===== src/hw/ddi_pkg.sv =====
package ddi_pkg;
  // Register byte offsets
  localparam logic [7:0] OFS_CTRL = 8'h00;
  localparam logic [7:0] OFS_JOG_REF = 8'h04;
  localparam logic [7:0] OFS_INCH_REF = 8'h08;
  localparam logic [7:0] OFS_FREQ_LIM = 8'h0c;
  localparam logic [7:0] OFS_BRAKE_TIME = 8'h10;
  localparam logic [7:0] OFS_STATUS = 8'h14;
  localparam logic [7:0] OFS_SHAFT = 8'h18;
  localparam logic [7:0] OFS_MOTPOT = 8'h1c;
  // Control register fields
  localparam int CTRL_DECEL_BIT = 0;
  localparam int CTRL_PLACE_LSB = 4;
  localparam int CTRL_SRC_LSB = 8;
  localparam logic [31:0] CTRL_RESET = 32'h0000_0000;
  localparam logic [31:0] BRAKE_TIME_RESET = 32'h0000_ffff;
  // Reference source code that routes analogue input one or two
  localparam logic [4:0] SRC_AI_SEL = 5'h0e;
  // Fault codes
  localparam logic [7:0] FAULT_NONE = 8'h00;
  localparam logic [7:0] FAULT_EXT = 8'h33;
  localparam logic [7:0] FAULT_BRAKE = 8'h3a;
  // Motor potentiometer step period
  localparam int CLK_PERIOD_NS = 5;
  localparam int MP_STEP_NS = 1000;
  localparam int MP_STEP_CYC = MP_STEP_NS / CLK_PERIOD_NS;

  typedef enum logic [1:0] {
    PLACE_IO = 2'b00,
    PLACE_KEYPAD = 2'b01,
    PLACE_FIELDBUS = 2'b10
  } ddi_place_type;

  typedef enum logic [2:0] {
    REF_SRC1 = 3'b000,
    REF_SRC2 = 3'b001,
    REF_AI1 = 3'b010,
    REF_AI2 = 3'b011,
    REF_JOG = 3'b100,
    REF_INCH1 = 3'b101,
    REF_INCH2 = 3'b110
  } ddi_ref_type;

  typedef enum logic [1:0] {
    BRK_IDLE = 2'b00,
    BRK_WAIT = 2'b01,
    BRK_DONE = 2'b10
  } ddi_brk_type;

  typedef struct packed {
    logic [2:0] preset;
    logic mp_down;
    logic mp_up;
    logic fault_clear;
    logic ext_fault_no;
    logic ext_fault_nc;
    logic ramp_sel;
    logic ramp_hold;
    logic dc_braking_in;
    logic jog;
    logic ref_select;
    logic force_io;
    logic force_keypad;
    logic force_fieldbus;
    logic parameter_bank_select;
    logic control_mode_select;
    logic brake_ack;
    logic inch_enable;
    logic inch1;
    logic inch2;
    logic second_limit;
    logic pos_reset;
    logic master_follower_alt_in;
  } ddi_din_type;

  typedef struct packed {
    logic running;
    logic start_active;
    logic other_run_req;
    logic ref_below_speed;
    logic brake_open_cmd;
    logic enc_step;
  } ddi_drive_type;
  // Idle contact levels; the normally-closed fault loop rests closed
  localparam ddi_din_type DIN_IDLE = '{ext_fault_nc: 1'b1, default: 1'b0};
endpackage


===== src/hw/ddi_top.sv =====
// Added by the designer: the placing of the registers and the plain strobed port.
`timescale 1ns/1ps
module ddi_top
  import ddi_pkg::*;
#(
  parameter int FREQ_W = 16,
  parameter int MP_STEP = MP_STEP_CYC,
  parameter int ANGLE_COUNT = 1024
) (
  // Clock and reset
  input wire logic clk_sys,
  input wire logic resetn,
  // Register port
  input wire logic [7:0] reg_addr,
  input wire logic [31:0] reg_wdata,
  input wire logic reg_wr,
  input wire logic reg_rd,
  output logic [31:0] reg_rdata,
  // Function inputs and drive state
  input wire ddi_din_type din,
  input wire ddi_drive_type drv,
  // Decoded commands
  output logic [2:0] preset_index,
  output logic [FREQ_W-1:0] motpot_ref,
  output logic ramp_set2,
  output logic ramp_freeze,
  output logic dc_brake_on,
  output ddi_ref_type ref_route,
  output logic [FREQ_W-1:0] ref_const,
  output logic [FREQ_W-1:0] freq_max,
  output ddi_place_type ctrl_place,
  output logic place_forced,
  output logic parameter_bank_select,
  output logic control_mode_select,
  output logic master_follower_alt_in,
  output logic inch_start,
  // Faults and monitoring
  output logic ext_fault,
  output logic brake_feedback_fault,
  output logic [7:0] fault_code,
  output logic [15:0] shaft_angle,
  output logic [15:0] shaft_rounds
);
  if (FREQ_W < 8 || FREQ_W > 16 || MP_STEP < 1 || ANGLE_COUNT < 2 || ANGLE_COUNT > 65536) begin
    $error("ddi_top: unsupported parameter value");
  end

  function automatic logic rise(input logic now, input logic prev);
    return now & ~prev;
  endfunction

  // Registered samples of every function input
  ddi_din_type s_reg, p_reg;
  ddi_drive_type d_reg;
  always_ff @(posedge clk_sys) begin
    if (!resetn) begin
      // Idle contacts, so a closed fault loop does not read as open after reset
      s_reg <= DIN_IDLE;
      p_reg <= DIN_IDLE;
      d_reg <= '0;
    end else begin
      s_reg <= din;
      p_reg <= s_reg;
      d_reg <= drv;
    end
  end

  // Software registers
  logic [31:0] ctrl_reg, ctrl_next, jog_reg, jog_next, inch_reg, inch_next;
  logic [31:0] lim_reg, lim_next, btime_reg, btime_next, rdata_reg, rdata_next;
  logic decel_during_hold_option;
  logic [4:0] ref_src_code;
  ddi_place_type stored_place;
  assign decel_during_hold_option = ctrl_reg[CTRL_DECEL_BIT];
  assign ref_src_code = ctrl_reg[CTRL_SRC_LSB +: 5];
  assign stored_place = ddi_place_type'(ctrl_reg[CTRL_PLACE_LSB +: 2]);

  // Command state
  logic [2:0] pidx_reg, pidx_next;
  logic [FREQ_W-1:0] mp_reg, mp_next, rconst_reg, rconst_next, fmax_reg, fmax_next;
  logic [31:0] mpc_reg, mpc_next;
  logic rs2_reg, rs2_next, frz_reg, frz_next, dcb_reg, dcb_next;
  ddi_ref_type route_reg, route_next;
  ddi_place_type place_reg, place_next;
  logic forced_reg, forced_next, bank_reg, bank_next, mode_reg, mode_next;
  logic mf_reg, mf_next, inch_run_reg, inch_run_next;
  logic extf_reg, extf_next, brkf_reg, brkf_next;
  logic [7:0] fcode_reg, fcode_next;
  ddi_brk_type brk_reg, brk_next;
  logic [31:0] bcnt_reg, bcnt_next;
  logic [15:0] ang_reg, ang_next, rnd_reg, rnd_next;

  logic ext_cond, inch_ok, is_const;
  always_comb begin
    ctrl_next = ctrl_reg;
    jog_next = jog_reg;
    inch_next = inch_reg;
    lim_next = lim_reg;
    btime_next = btime_reg;
    rdata_next = 32'h0000_0000;
    if (reg_wr) begin
      case (reg_addr)
        OFS_CTRL: ctrl_next = reg_wdata;
        OFS_JOG_REF: jog_next = reg_wdata;
        OFS_INCH_REF: inch_next = reg_wdata;
        OFS_FREQ_LIM: lim_next = reg_wdata;
        OFS_BRAKE_TIME: btime_next = reg_wdata;
        default: ;
      endcase
    end
    if (reg_rd) begin
      case (reg_addr)
        OFS_CTRL: rdata_next = ctrl_reg;
        OFS_JOG_REF: rdata_next = jog_reg;
        OFS_INCH_REF: rdata_next = inch_reg;
        OFS_FREQ_LIM: rdata_next = lim_reg;
        OFS_BRAKE_TIME: rdata_next = btime_reg;
        OFS_STATUS: rdata_next = {fcode_reg, 6'h00, route_reg, forced_reg, place_reg,
                                  bank_reg, mode_reg, mf_reg, inch_run_reg, extf_reg,
                                  brkf_reg, frz_reg, dcb_reg, rs2_reg, pidx_reg};
        OFS_SHAFT: rdata_next = {rnd_reg, ang_reg};
        OFS_MOTPOT: rdata_next = 32'(mp_reg);
        default: rdata_next = 32'h0000_0000;
      endcase
    end
  end

  always_comb begin
    pidx_next = s_reg.preset;
    // Pot steps at a fixed rate; both inputs closed cancel each other
    mp_next = mp_reg;
    mpc_next = 32'h0000_0000;
    if (s_reg.mp_up ^ s_reg.mp_down) begin
      mpc_next = mpc_reg + 32'h0000_0001;
      if (mpc_reg >= 32'(MP_STEP - 1)) begin
        mpc_next = 32'h0000_0000;
        if (s_reg.mp_up && mp_reg != '1) mp_next = mp_reg + 1'b1;
        if (s_reg.mp_down && mp_reg != '0) mp_next = mp_reg - 1'b1;
      end
    end
    rs2_next = s_reg.ramp_sel;
    frz_next = s_reg.ramp_hold &&
               !(decel_during_hold_option && d_reg.ref_below_speed);
    dcb_next = s_reg.dc_braking_in && !d_reg.running;
    // Inching first, then jog, then the selectable sources
    inch_ok = s_reg.inch_enable && !d_reg.start_active;
    inch_run_next = inch_ok && (s_reg.inch1 || s_reg.inch2) && !d_reg.other_run_req;
    rconst_next = '0;
    if (inch_ok && s_reg.inch1) begin
      route_next = REF_INCH1;
      rconst_next = inch_reg[FREQ_W-1:0];
    end else if (inch_ok && s_reg.inch2) begin
      route_next = REF_INCH2;
      rconst_next = inch_reg[16 +: FREQ_W];
    end else if (s_reg.jog) begin
      route_next = REF_JOG;
      rconst_next = jog_reg[FREQ_W-1:0];
    end else if (ref_src_code == SRC_AI_SEL) begin
      route_next = s_reg.ref_select ? REF_AI2 : REF_AI1;
    end else begin
      route_next = s_reg.ref_select ? REF_SRC2 : REF_SRC1;
    end
    // Jog and preset references bypass the second limit; inching references do not
    is_const = s_reg.jog || s_reg.preset != 3'b000;
    fmax_next = (s_reg.second_limit && !is_const) ? lim_reg[16 +: FREQ_W]
                                                  : lim_reg[FREQ_W-1:0];
    // Stored place lives in the control register and is never written here
    forced_next = s_reg.force_io || s_reg.force_fieldbus || s_reg.force_keypad;
    if (s_reg.force_io) place_next = PLACE_IO;
    else if (s_reg.force_fieldbus) place_next = PLACE_FIELDBUS;
    else if (s_reg.force_keypad) place_next = PLACE_KEYPAD;
    else place_next = stored_place;
    bank_next = d_reg.running ? bank_reg : s_reg.parameter_bank_select;
    mode_next = s_reg.control_mode_select;
    mf_next = s_reg.master_follower_alt_in;
    // Brake supervision
    brk_next = brk_reg;
    bcnt_next = bcnt_reg;
    case (brk_reg)
      BRK_IDLE: begin
        bcnt_next = 32'h0000_0000;
        if (d_reg.brake_open_cmd && !s_reg.brake_ack) brk_next = BRK_WAIT;
      end
      BRK_WAIT: begin
        bcnt_next = bcnt_reg + 32'h0000_0001;
        if (!d_reg.brake_open_cmd || s_reg.brake_ack) brk_next = BRK_IDLE;
        else if (bcnt_reg >= btime_reg) brk_next = BRK_DONE;
      end
      BRK_DONE: begin
        if (!d_reg.brake_open_cmd) brk_next = BRK_IDLE;
      end
      default: brk_next = BRK_IDLE;
    endcase
    // Sticky faults: a new fault wins over a clear in the same cycle
    ext_cond = s_reg.ext_fault_no || !s_reg.ext_fault_nc;
    extf_next = extf_reg;
    brkf_next = brkf_reg;
    if (rise(s_reg.fault_clear, p_reg.fault_clear)) begin
      extf_next = 1'b0;
      brkf_next = 1'b0;
    end
    if (ext_cond) extf_next = 1'b1;
    if (brk_reg == BRK_WAIT && brk_next == BRK_DONE) brkf_next = 1'b1;
    if (extf_next) fcode_next = FAULT_EXT;
    else if (brkf_next) fcode_next = FAULT_BRAKE;
    else fcode_next = FAULT_NONE;
    // Shaft monitor; reset edge beats a step in the same cycle
    ang_next = ang_reg;
    rnd_next = rnd_reg;
    if (rise(s_reg.pos_reset, p_reg.pos_reset)) begin
      ang_next = 16'h0000;
      rnd_next = 16'h0000;
    end else if (d_reg.enc_step) begin
      if (32'(ang_reg) >= ANGLE_COUNT - 1) begin
        ang_next = 16'h0000;
        rnd_next = rnd_reg + 16'h0001;
      end else begin
        ang_next = ang_reg + 16'h0001;
      end
    end
  end

  always_ff @(posedge clk_sys) begin
    if (!resetn) begin
      ctrl_reg <= CTRL_RESET;
      jog_reg <= 32'h0000_0000;
      inch_reg <= 32'h0000_0000;
      lim_reg <= 32'h0000_0000;
      btime_reg <= BRAKE_TIME_RESET;
      rdata_reg <= 32'h0000_0000;
      pidx_reg <= 3'h0;
      mp_reg <= '0;
      mpc_reg <= 32'h0000_0000;
      rs2_reg <= 1'b0;
      frz_reg <= 1'b0;
      dcb_reg <= 1'b0;
      route_reg <= REF_SRC1;
      rconst_reg <= '0;
      fmax_reg <= '0;
      place_reg <= PLACE_IO;
      forced_reg <= 1'b0;
      bank_reg <= 1'b0;
      mode_reg <= 1'b0;
      mf_reg <= 1'b0;
      inch_run_reg <= 1'b0;
      extf_reg <= 1'b0;
      brkf_reg <= 1'b0;
      fcode_reg <= FAULT_NONE;
      brk_reg <= BRK_IDLE;
      bcnt_reg <= 32'h0000_0000;
      ang_reg <= 16'h0000;
      rnd_reg <= 16'h0000;
    end else begin
      ctrl_reg <= ctrl_next;
      jog_reg <= jog_next;
      inch_reg <= inch_next;
      lim_reg <= lim_next;
      btime_reg <= btime_next;
      rdata_reg <= rdata_next;
      pidx_reg <= pidx_next;
      mp_reg <= mp_next;
      mpc_reg <= mpc_next;
      rs2_reg <= rs2_next;
      frz_reg <= frz_next;
      dcb_reg <= dcb_next;
      route_reg <= route_next;
      rconst_reg <= rconst_next;
      fmax_reg <= fmax_next;
      place_reg <= place_next;
      forced_reg <= forced_next;
      bank_reg <= bank_next;
      mode_reg <= mode_next;
      mf_reg <= mf_next;
      inch_run_reg <= inch_run_next;
      extf_reg <= extf_next;
      brkf_reg <= brkf_next;
      fcode_reg <= fcode_next;
      brk_reg <= brk_next;
      bcnt_reg <= bcnt_next;
      ang_reg <= ang_next;
      rnd_reg <= rnd_next;
    end
  end

  assign reg_rdata = rdata_reg;
  assign preset_index = pidx_reg;
  assign motpot_ref = mp_reg;
  assign ramp_set2 = rs2_reg;
  assign ramp_freeze = frz_reg;
  assign dc_brake_on = dcb_reg;
  assign ref_route = route_reg;
  assign ref_const = rconst_reg;
  assign freq_max = fmax_reg;
  assign ctrl_place = place_reg;
  assign place_forced = forced_reg;
  assign parameter_bank_select = bank_reg;
  assign control_mode_select = mode_reg;
  assign master_follower_alt_in = mf_reg;
  assign inch_start = inch_run_reg;
  assign ext_fault = extf_reg;
  assign brake_feedback_fault = brkf_reg;
  assign fault_code = fcode_reg;
  assign shaft_angle = ang_reg;
  assign shaft_rounds = rnd_reg;

  // Checks
  a_preset_index_map: assert property (@(posedge clk_sys) disable iff (!resetn)
    1'b1 |=> preset_index == $past(s_reg.preset)) else $error("preset index mismatch");
  a_pot_up_step: assert property (@(posedge clk_sys) disable iff (!resetn)
    s_reg.mp_up && !s_reg.mp_down && mp_reg != '1 && mpc_reg == 32'(MP_STEP - 1)
    |=> motpot_ref == $past(mp_reg) + 1'b1) else $error("pot did not step up");
  a_pot_down_step: assert property (@(posedge clk_sys) disable iff (!resetn)
    s_reg.mp_down && !s_reg.mp_up && mp_reg != '0 && mpc_reg == 32'(MP_STEP - 1)
    |=> motpot_ref == $past(mp_reg) - 1'b1) else $error("pot did not step down");
  a_fault_clear_edge: assert property (@(posedge clk_sys) disable iff (!resetn)
    s_reg.fault_clear && p_reg.fault_clear && !ext_cond && brk_reg != BRK_WAIT
    |=> ext_fault == $past(extf_reg)) else $error("level cleared a fault");
  a_ext_fault_set: assert property (@(posedge clk_sys) disable iff (!resetn)
    (s_reg.ext_fault_no || !s_reg.ext_fault_nc) |=> ext_fault && fault_code == FAULT_EXT)
    else $error("external fault not raised");
  a_ramp_hold_freeze: assert property (@(posedge clk_sys) disable iff (!resetn)
    s_reg.ramp_hold && !(decel_during_hold_option && d_reg.ref_below_speed) |=> ramp_freeze)
    else $error("hold did not freeze ramp");
  a_dc_brake_stop: assert property (@(posedge clk_sys) disable iff (!resetn)
    d_reg.running |=> !dc_brake_on) else $error("dc braking while running");
  a_force_priority: assert property (@(posedge clk_sys) disable iff (!resetn)
    s_reg.force_io |=> ctrl_place == PLACE_IO && place_forced)
    else $error("terminal force lost priority");
  a_bank_frozen_run: assert property (@(posedge clk_sys) disable iff (!resetn)
    d_reg.running |=> $stable(parameter_bank_select)) else $error("bank changed in run");
  a_brake_fault_time: assert property (@(posedge clk_sys) disable iff (!resetn)
    brk_reg == BRK_WAIT && d_reg.brake_open_cmd && !s_reg.brake_ack && bcnt_reg >= btime_reg
    |=> brake_feedback_fault) else $error("brake fault missed");
  a_fault_code_map: assert property (@(posedge clk_sys) disable iff (!resetn)
    brake_feedback_fault && !ext_fault |-> fault_code == FAULT_BRAKE) else $error("bad fault code");
  a_inch_blocked: assert property (@(posedge clk_sys) disable iff (!resetn)
    d_reg.start_active || !s_reg.inch_enable |=> !inch_start) else $error("inching not blocked");
  a_pos_reset_clear: assert property (@(posedge clk_sys) disable iff (!resetn)
    s_reg.pos_reset && !p_reg.pos_reset |=> shaft_angle == 16'h0000 && shaft_rounds == 16'h0000)
    else $error("shaft monitor not cleared");

  c_inch_start: cover property (@(posedge clk_sys) disable iff (!resetn) $rose(inch_start));
  c_brake_fault: cover property (@(posedge clk_sys) disable iff (!resetn)
    $rose(brake_feedback_fault));
  c_fault_cleared: cover property (@(posedge clk_sys) disable iff (!resetn) $fell(ext_fault));
  c_forced_keypad: cover property (@(posedge clk_sys) disable iff (!resetn)
    place_forced && ctrl_place == PLACE_KEYPAD);
endmodule // ddi_top


===== config.mk =====
export PLATFORM = sky130hd
export DESIGN_NAME = ddi_top
export DESIGN_NICKNAME = d
export VERILOG_FILES = /design/src/hw/ddi_pkg.sv /design/src/hw/ddi_top.sv
export SDC_FILE = /design/constraint.sdc
export NUM_CORES = 1
export LEC_CHECK = 0
export CAP_MARGIN = 20
export CORE_ASPECT_RATIO = 0.5
export CORE_MARGIN = 1
export CORE_UTILIZATION = 45
export DETAILED_ROUTE_END_ITERATION = 7
export DONT_BUFFER_PORTS = 1
export SLEW_MARGIN = 20
export SYNTH_ARGS = -nofsm -noshare
export SYNTH_HDL_FRONTEND = slang
export SYNTH_SLANG_ARGS = --single-unit

===== constraint.sdc =====
create_clock -name clk_sys -period 3.35 [get_ports clk_sys]
set_input_delay 0.67 -clock clk_sys [delete_from_list [all_inputs] [get_ports clk_sys]]
set_output_delay 0.67 -clock clk_sys [all_outputs]
set_load 0.005 [all_outputs]

Yosys cells after proc, flatten, opt, wreduce, memory -nomap -nowiden
Index checks and enable logic that the tools add are counted.
Cells by class
  $add $sub $neg: 6
  multipliers: 0
  divide/modulo/power cells: 0
  $lt $le $gt $ge: 3
  equal/unequal tests: 12
  shift-type cells: 0
  mux-type cells: 28
  bitwise logic cells: 7
  reductions and logical operators: 47
Operator list (number)
  one-hot mux 32 bit (8 select lines): 1
  two-way mux 16 bit: 7
  adder 32 x 1 -> 32 bit (second input constant): 2
  one-hot mux 32 bit (2 select lines): 1
  adder 16 x 1 -> 16 bit (second input constant): 3
  equality test 8 x 5 -> 1 bit (second input constant): 4
  greater-or-equal comparator 32 bit: 1
  greater-or-equal comparator 32 x 8 -> 1 bit (second input constant): 1
  equality test 8 x 4 -> 1 bit (second input constant): 2
  greater-or-equal comparator 16 x 10 -> 1 bit (second input constant): 1
  != test 16 bit (second input constant): 1
  nonzero test 16 bit: 1
  subtractor 16 x 1 -> 16 bit (second input constant): 1
  two-way mux 2 bit: 7
  AND reduction 2 bit: 7
  logical AND 1 bit: 13
  two-way mux 6 bit: 2
  two-way mux 3 bit: 3
  equality test 8 x 3 -> 1 bit (second input constant): 1
  logical NOT 1 bit: 8
  logical NOT 8 bit: 1
  OR reduction 2 bit: 4
  logical OR 1 bit: 6
  two-way mux 1 bit: 6
  12 further kinds: 19
Storage, ports and cells
  register bits after elaboration: 397
  latch bits: 0
  bits in writable memories: 0
  ROM bits: 0
  output and inout port bits: 138
  memories kept: 0

Depth between registers and ports, before layout
  word-level depth: 9
  gate-level depth with buffers: 12
  gate-level depth less buffers: 11

Worst setup path after synthesis
OpenSTA, ideal clock, no wires.
  path kind: register to register
  start: register mp_reg[0] (netlist: motpot_ref[0])
  end: register mp_reg[15] (netlist: motpot_ref[15])
  arrival: 3.338 ns
  path slack: -0.120 ns
  stages on the path, launching flop included: 13
  clock period less this slack: 3.470 ns
  cells stage by stage: dfxtp_1 > buf_6 > or4_4 > o41ai_4 > inv_1 > ha_1 > a21oi_1 > nand2b_1 > o21ai_0 > o22ai_1 > o311ai_0 > a21o_1 > a21oi_1
On the way
  cells in the longest elaborated chain, start to end: 4
  elaborated cells between the ends (all ways): 10
RTL lines
  from (decl): line ddi_top.sv:80  | logic [FREQ_W-1:0] mp_reg, mp_next, rconst_reg, rconst_next, fmax_reg, fmax_next;
  from (signal assigned): line ddi_top.sv:261  | mp_reg <= mp_next;
  parallel branches: the longest is 4 deep, another holds adder 16 x 1 -> 16 bit
Parallel ways; which one is timed is not known. The select of a mux whose other input is x is not followed.
A chain may end at the register's enable or synchronous reset.

Worst setup path in the final report
  start: register mp_reg[8] (netlist: motpot_ref[8])
  end: register mp_reg[10] (netlist: motpot_ref[10])
The elaborated chain is that of the path after synthesis.

==> results.md <==
* Outcome: completed
* Synth warnings at 0
* Top fanout value on the critical path at 8
* Commonest non-fill, non-tap cells in the layout: sky130_fd_sc_hd__nand2_1, sky130_fd_sc_hd__dfxtp_1, sky130_fd_sc_hd__a21oi_1
* Number of hold violations in the final report at 0
* Area share of fa/ha/maj cells after synthesis at 0.0389
* Number of maximum-capacitance constraint violations at 0
* Biggest area contributors in the synthesized netlist: sky130_fd_sc_hd__dfxtp_1, sky130_fd_sc_hd__nand2_1, sky130_fd_sc_hd__a21oi_1
* Maximum achievable frequency at 0.308 GHz
* Maximum number of pins on one net before global-route repair at slightly below 70
* Sequential fraction of the synthesis area at 0.472
* Number of inserted diodes at 0
* Net count of the finished layout at between 2k and 2.5k
* Via count of the first global-routing pass at 13.1k
* Complex-gate fraction of the synthesized area at 0.192
* Number of cells produced by synthesis at slightly below 2k
* Layout Skew at 0.0221 ns
* Post-layout power at roughly 9900 uW
* Combinational family with the most area after synthesis: simple AND/OR/NAND/NOR gates
* Clock tree root buffer cell: sky130_fd_sc_hd__clkbuf_16
* Seq cells post-synth at ~400
* Row cnt at a little under 50
* Worst-case reg-to-reg path depth at 12
* Final Cycle Share at 0.968
* Synthesis-to-finish area growth at 12.7%
* DR iter-0 viols at 1602
* Crit Reg-Reg Startpoint: motpot_ref[8]
* Proportion of register bits with asynchronous set or reset after synthesis at 0
* Clock sink count at a little under 400
* Vias/cell at 5.89
* TritonRoute pass-1 iters at 7
* Area share of the leading cell type in the synthesized netlist at 0.472
* Setup slack, reg-to-reg at 0.11 ns
* Pleak at between 0.006 and 0.007 uW
* Die height at 138 um
* Floorplan core area at between 30000 and 40000 um^2
* Post-synthesis instance area at 16600 um^2
* Crit path launch type: flip-flop
* CTS tree: yes
* Startpoint of the tightest hold check path: din[17]
* PortBufs at 0
* Slew Viols, Final at 0
* Total Die Area at 37700 um^2
* Leading cell type in the layout, fill and taps excluded: sky130_fd_sc_hd__nand2_1
* Starting density of the core at 0.459
* Power density normalized to cell area at ~530 nW/um^2
* Post-synth top flop: sky130_fd_sc_hd__dfxtp_1
* Final cell count without fillers at between 2k and 3k
* Ports at 213
* Footprint of the flip-flops and latches at 7830 um^2
* Fraction of the mapped netlist area in simple logic gates at 0.214
* Startpoint-to-endpoint class of the critical path: flip-flop to flip-flop
* Required @ worst endpoint at roughly 3.8 ns
* Number of endpoints failing setup at the final stage at 0
* Post-route antenna net violation count at 0
* DPL Wire Length at slightly above 40000 um
* R2r endpoint: motpot_ref[10]
* Combined global-route utilization of all metal layers at 0.296
* Fillers at 3384
* Cell taking the most area after synthesis: sky130_fd_sc_hd__dfxtp_1
* Wire length reported by the detailed router at approximately 57000 um
* Synthesized-area fraction occupied by xor and xnor cells at 0.0217
* Clock H-tree levels at 2
* Type of destination of the critical path: flip-flop
* CP Data Arrival Time at 3.71 ns
* Endpoint with the worst hold slack: s_reg[17]
* Clock latency on the worst-skew pair at 0.55 ns
* Layout cell share with drive strength beyond 1 at 0.0908
* Mux share of post-synthesis cell area at 0.0130
* Least setup slack across all paths after layout at ~0.11 ns
* Number of buffers created by CTS at 37
* Worst Hold Class: primary input to flip-flop
* Remaining routing DRC violations at 0
* First-pass GRT wire length at 84200 um
* Initial antenna violation count at 1
* Actual transition at the worst max-transition pin at 1.00 ns
* Tightest slew margin relative to the limit at 0.332
* Distinct cell type count after synthesis at 73
* Hold bufs inserted after CTS at 0
* Number of cells after detailed placement at about 2.4k
* Minimum hold slack at 0.241 ns
* Average routed wire per standard cell at 22.9 um
* Vias post-DR at 14.7k
* Overflow left after global routing at 0
* Min-Delay Path Depth at 1
* Clock transition time at the flip-flop clock pins of the worst setup and hold paths at 0.06 ns
* GP Congestion at 0.946
* Number of enable-type register cells in the synthesized netlist at 0
* Die outline width at 274 um
* Setup Slack @ Placement at 0.00808 ns
* Maximum VDD drop at 439 uV
* Total area of multi-input combinational cells at 8170 um^2
* Maximum count of clock buffers along a single path at 3
* Crit path time final at 3.24 ns
* Post-CTS Setup Bufs at 0
* Average cell area after synthesis at 8.41 um^2
-- routing by layer --
metal | global-route usage | part of all wire | vias to the layer above | wire, um
met5 | 0 | 0.00021 | - | 12
met4 | 0.0804 | 0.026 | 2 | 1510
met3 | 0.0680 | 0.11 | 94 | 6420
met2 | 0.432 | 0.42 | 750 | 23900
met1 | 0.433 | 0.44 | 7000 | 25400
li1 | - | - | 6891 | -
-- worst max-delay path by stage --
stage,start,to,slack (ns),depth (start not counted)
2_1_floorplan,motpot_ref[0],motpot_ref[15],0.05,12
3_3_place_gp,motpot_ref[11],motpot_ref[15],0.02,11
3_5_place_dp,motpot_ref[11],motpot_ref[15],0.008,11
4_1_cts,motpot_ref[11],motpot_ref[14],0.05,11
5_1_grt,motpot_ref[8],motpot_ref[10],-0.01,12
6_report,motpot_ref[8],motpot_ref[10],0.11,12
-- cell families (layout without fill, tap and decap cells) --
kind of cell	after synthesis	count (layout)
multiplexers	21	21
AND/OR/NAND/NOR	788	788
buffers and inverters	170	188
other	1	27
XOR/XNOR	41	41
AO/OA/AOI/OAI	509	509
adder cells (fa/ha/maj)	51	51
flip-flops	391	391
-- power by group --
part | leakage (uW) | internal (uW) | switching, uW
Combinational | 0.00292 | 291 | 448
Clock | 0.000636 | 2540 | 1880
Sequential | 0.00317 | 4730 | 57.9
Total | 0.00673 | 7560 | 2390
-- repair_timing --
| item | in CTS | in global routing |
|---|---|---|
| setup endpoints to repair | 1 | 6 |
| gates cloned | 0 | 0 |
| pin swaps | 0 | 3 |
| gates resized for setup | 1 | 22 |
-- worst max-delay path, stage by stage (launching register included) --
cell	delay (ns)
sky130_fd_sc_hd__dfxtp_1	0.31
sky130_fd_sc_hd__or4_4	0.54
sky130_fd_sc_hd__o41ai_4	0.39
sky130_fd_sc_hd__bufinv_8	0.27
sky130_fd_sc_hd__buf_6	0.14
sky130_fd_sc_hd__ha_1	0.28
sky130_fd_sc_hd__nand2_1	0.08
sky130_fd_sc_hd__a21oi_1	0.15
sky130_fd_sc_hd__o21ai_1	0.10
sky130_fd_sc_hd__nand2_2	0.10
sky130_fd_sc_hd__a21oi_1	0.08
sky130_fd_sc_hd__or4_2	0.54
sky130_fd_sc_hd__a31oi_1	0.17
-- cell usage after synthesis, types with 5 or more instances --
master,instances
sky130_fd_sc_hd__a21o_1,21
sky130_fd_sc_hd__a22oi_1,68
sky130_fd_sc_hd__and3_1,11
sky130_fd_sc_hd__nor3_1,30
sky130_fd_sc_hd__buf_4,15
sky130_fd_sc_hd__ha_1,50
sky130_fd_sc_hd__nand2_1,442
sky130_fd_sc_hd__clkbuf_1,80
sky130_fd_sc_hd__and2_1,45
sky130_fd_sc_hd__inv_1,47
sky130_fd_sc_hd__xor2_1,29
sky130_fd_sc_hd__buf_6,7
sky130_fd_sc_hd__nand3_1,31
sky130_fd_sc_hd__a31oi_1,32
sky130_fd_sc_hd__mux2i_1,17
sky130_fd_sc_hd__a222oi_1,12
sky130_fd_sc_hd__o211ai_1,15
sky130_fd_sc_hd__nor2_1,121
sky130_fd_sc_hd__a221oi_1,17
sky130_fd_sc_hd__nor4_1,10
sky130_fd_sc_hd__or3_1,11
sky130_fd_sc_hd__buf_2,14
sky130_fd_sc_hd__nand2b_1,12
sky130_fd_sc_hd__xnor2_1,12
sky130_fd_sc_hd__nor2b_1,7
sky130_fd_sc_hd__a22o_1,11
sky130_fd_sc_hd__dfxtp_1,391
sky130_fd_sc_hd__a21oi_1,241
sky130_fd_sc_hd__o21ai_0,50
sky130_fd_sc_hd__o22ai_1,6
sky130_fd_sc_hd__nand4_1,33
sky130_fd_sc_hd__o21a_1,6
sky130_fd_sc_hd__or4_1,5
-- metrics by stage --
| step | area (um^2) | util | TNS (ns) |
|---|---|---|---|
| finish | 18700 | 0.518 | 0 |
| global route | 18700 | 0.518 | -0.0148 |
| CTS | 18600 | 0.515 | 0 |
| detailed placement | 17300 | 0.479 | 0 |
| global placement | 17300 | 0.479 | 0 |
| floorplan | 16700 | - | 0 |
-- cell type report --
| cell class | instances | area share |
|---|---|---|
| timing repair buffer | 72 | 0.0331 |
| clock inverter | 18 | 0.0118 |
| clock buffer | 49 | 0.0562 |
| multi-input combinational | 1437 | 0.437 |
| inverter | 49 | 0.0108 |
| sequential | 391 | 0.419 |
| tap | 484 | 0.0324 |
Power figures use the tool's default switching activity.
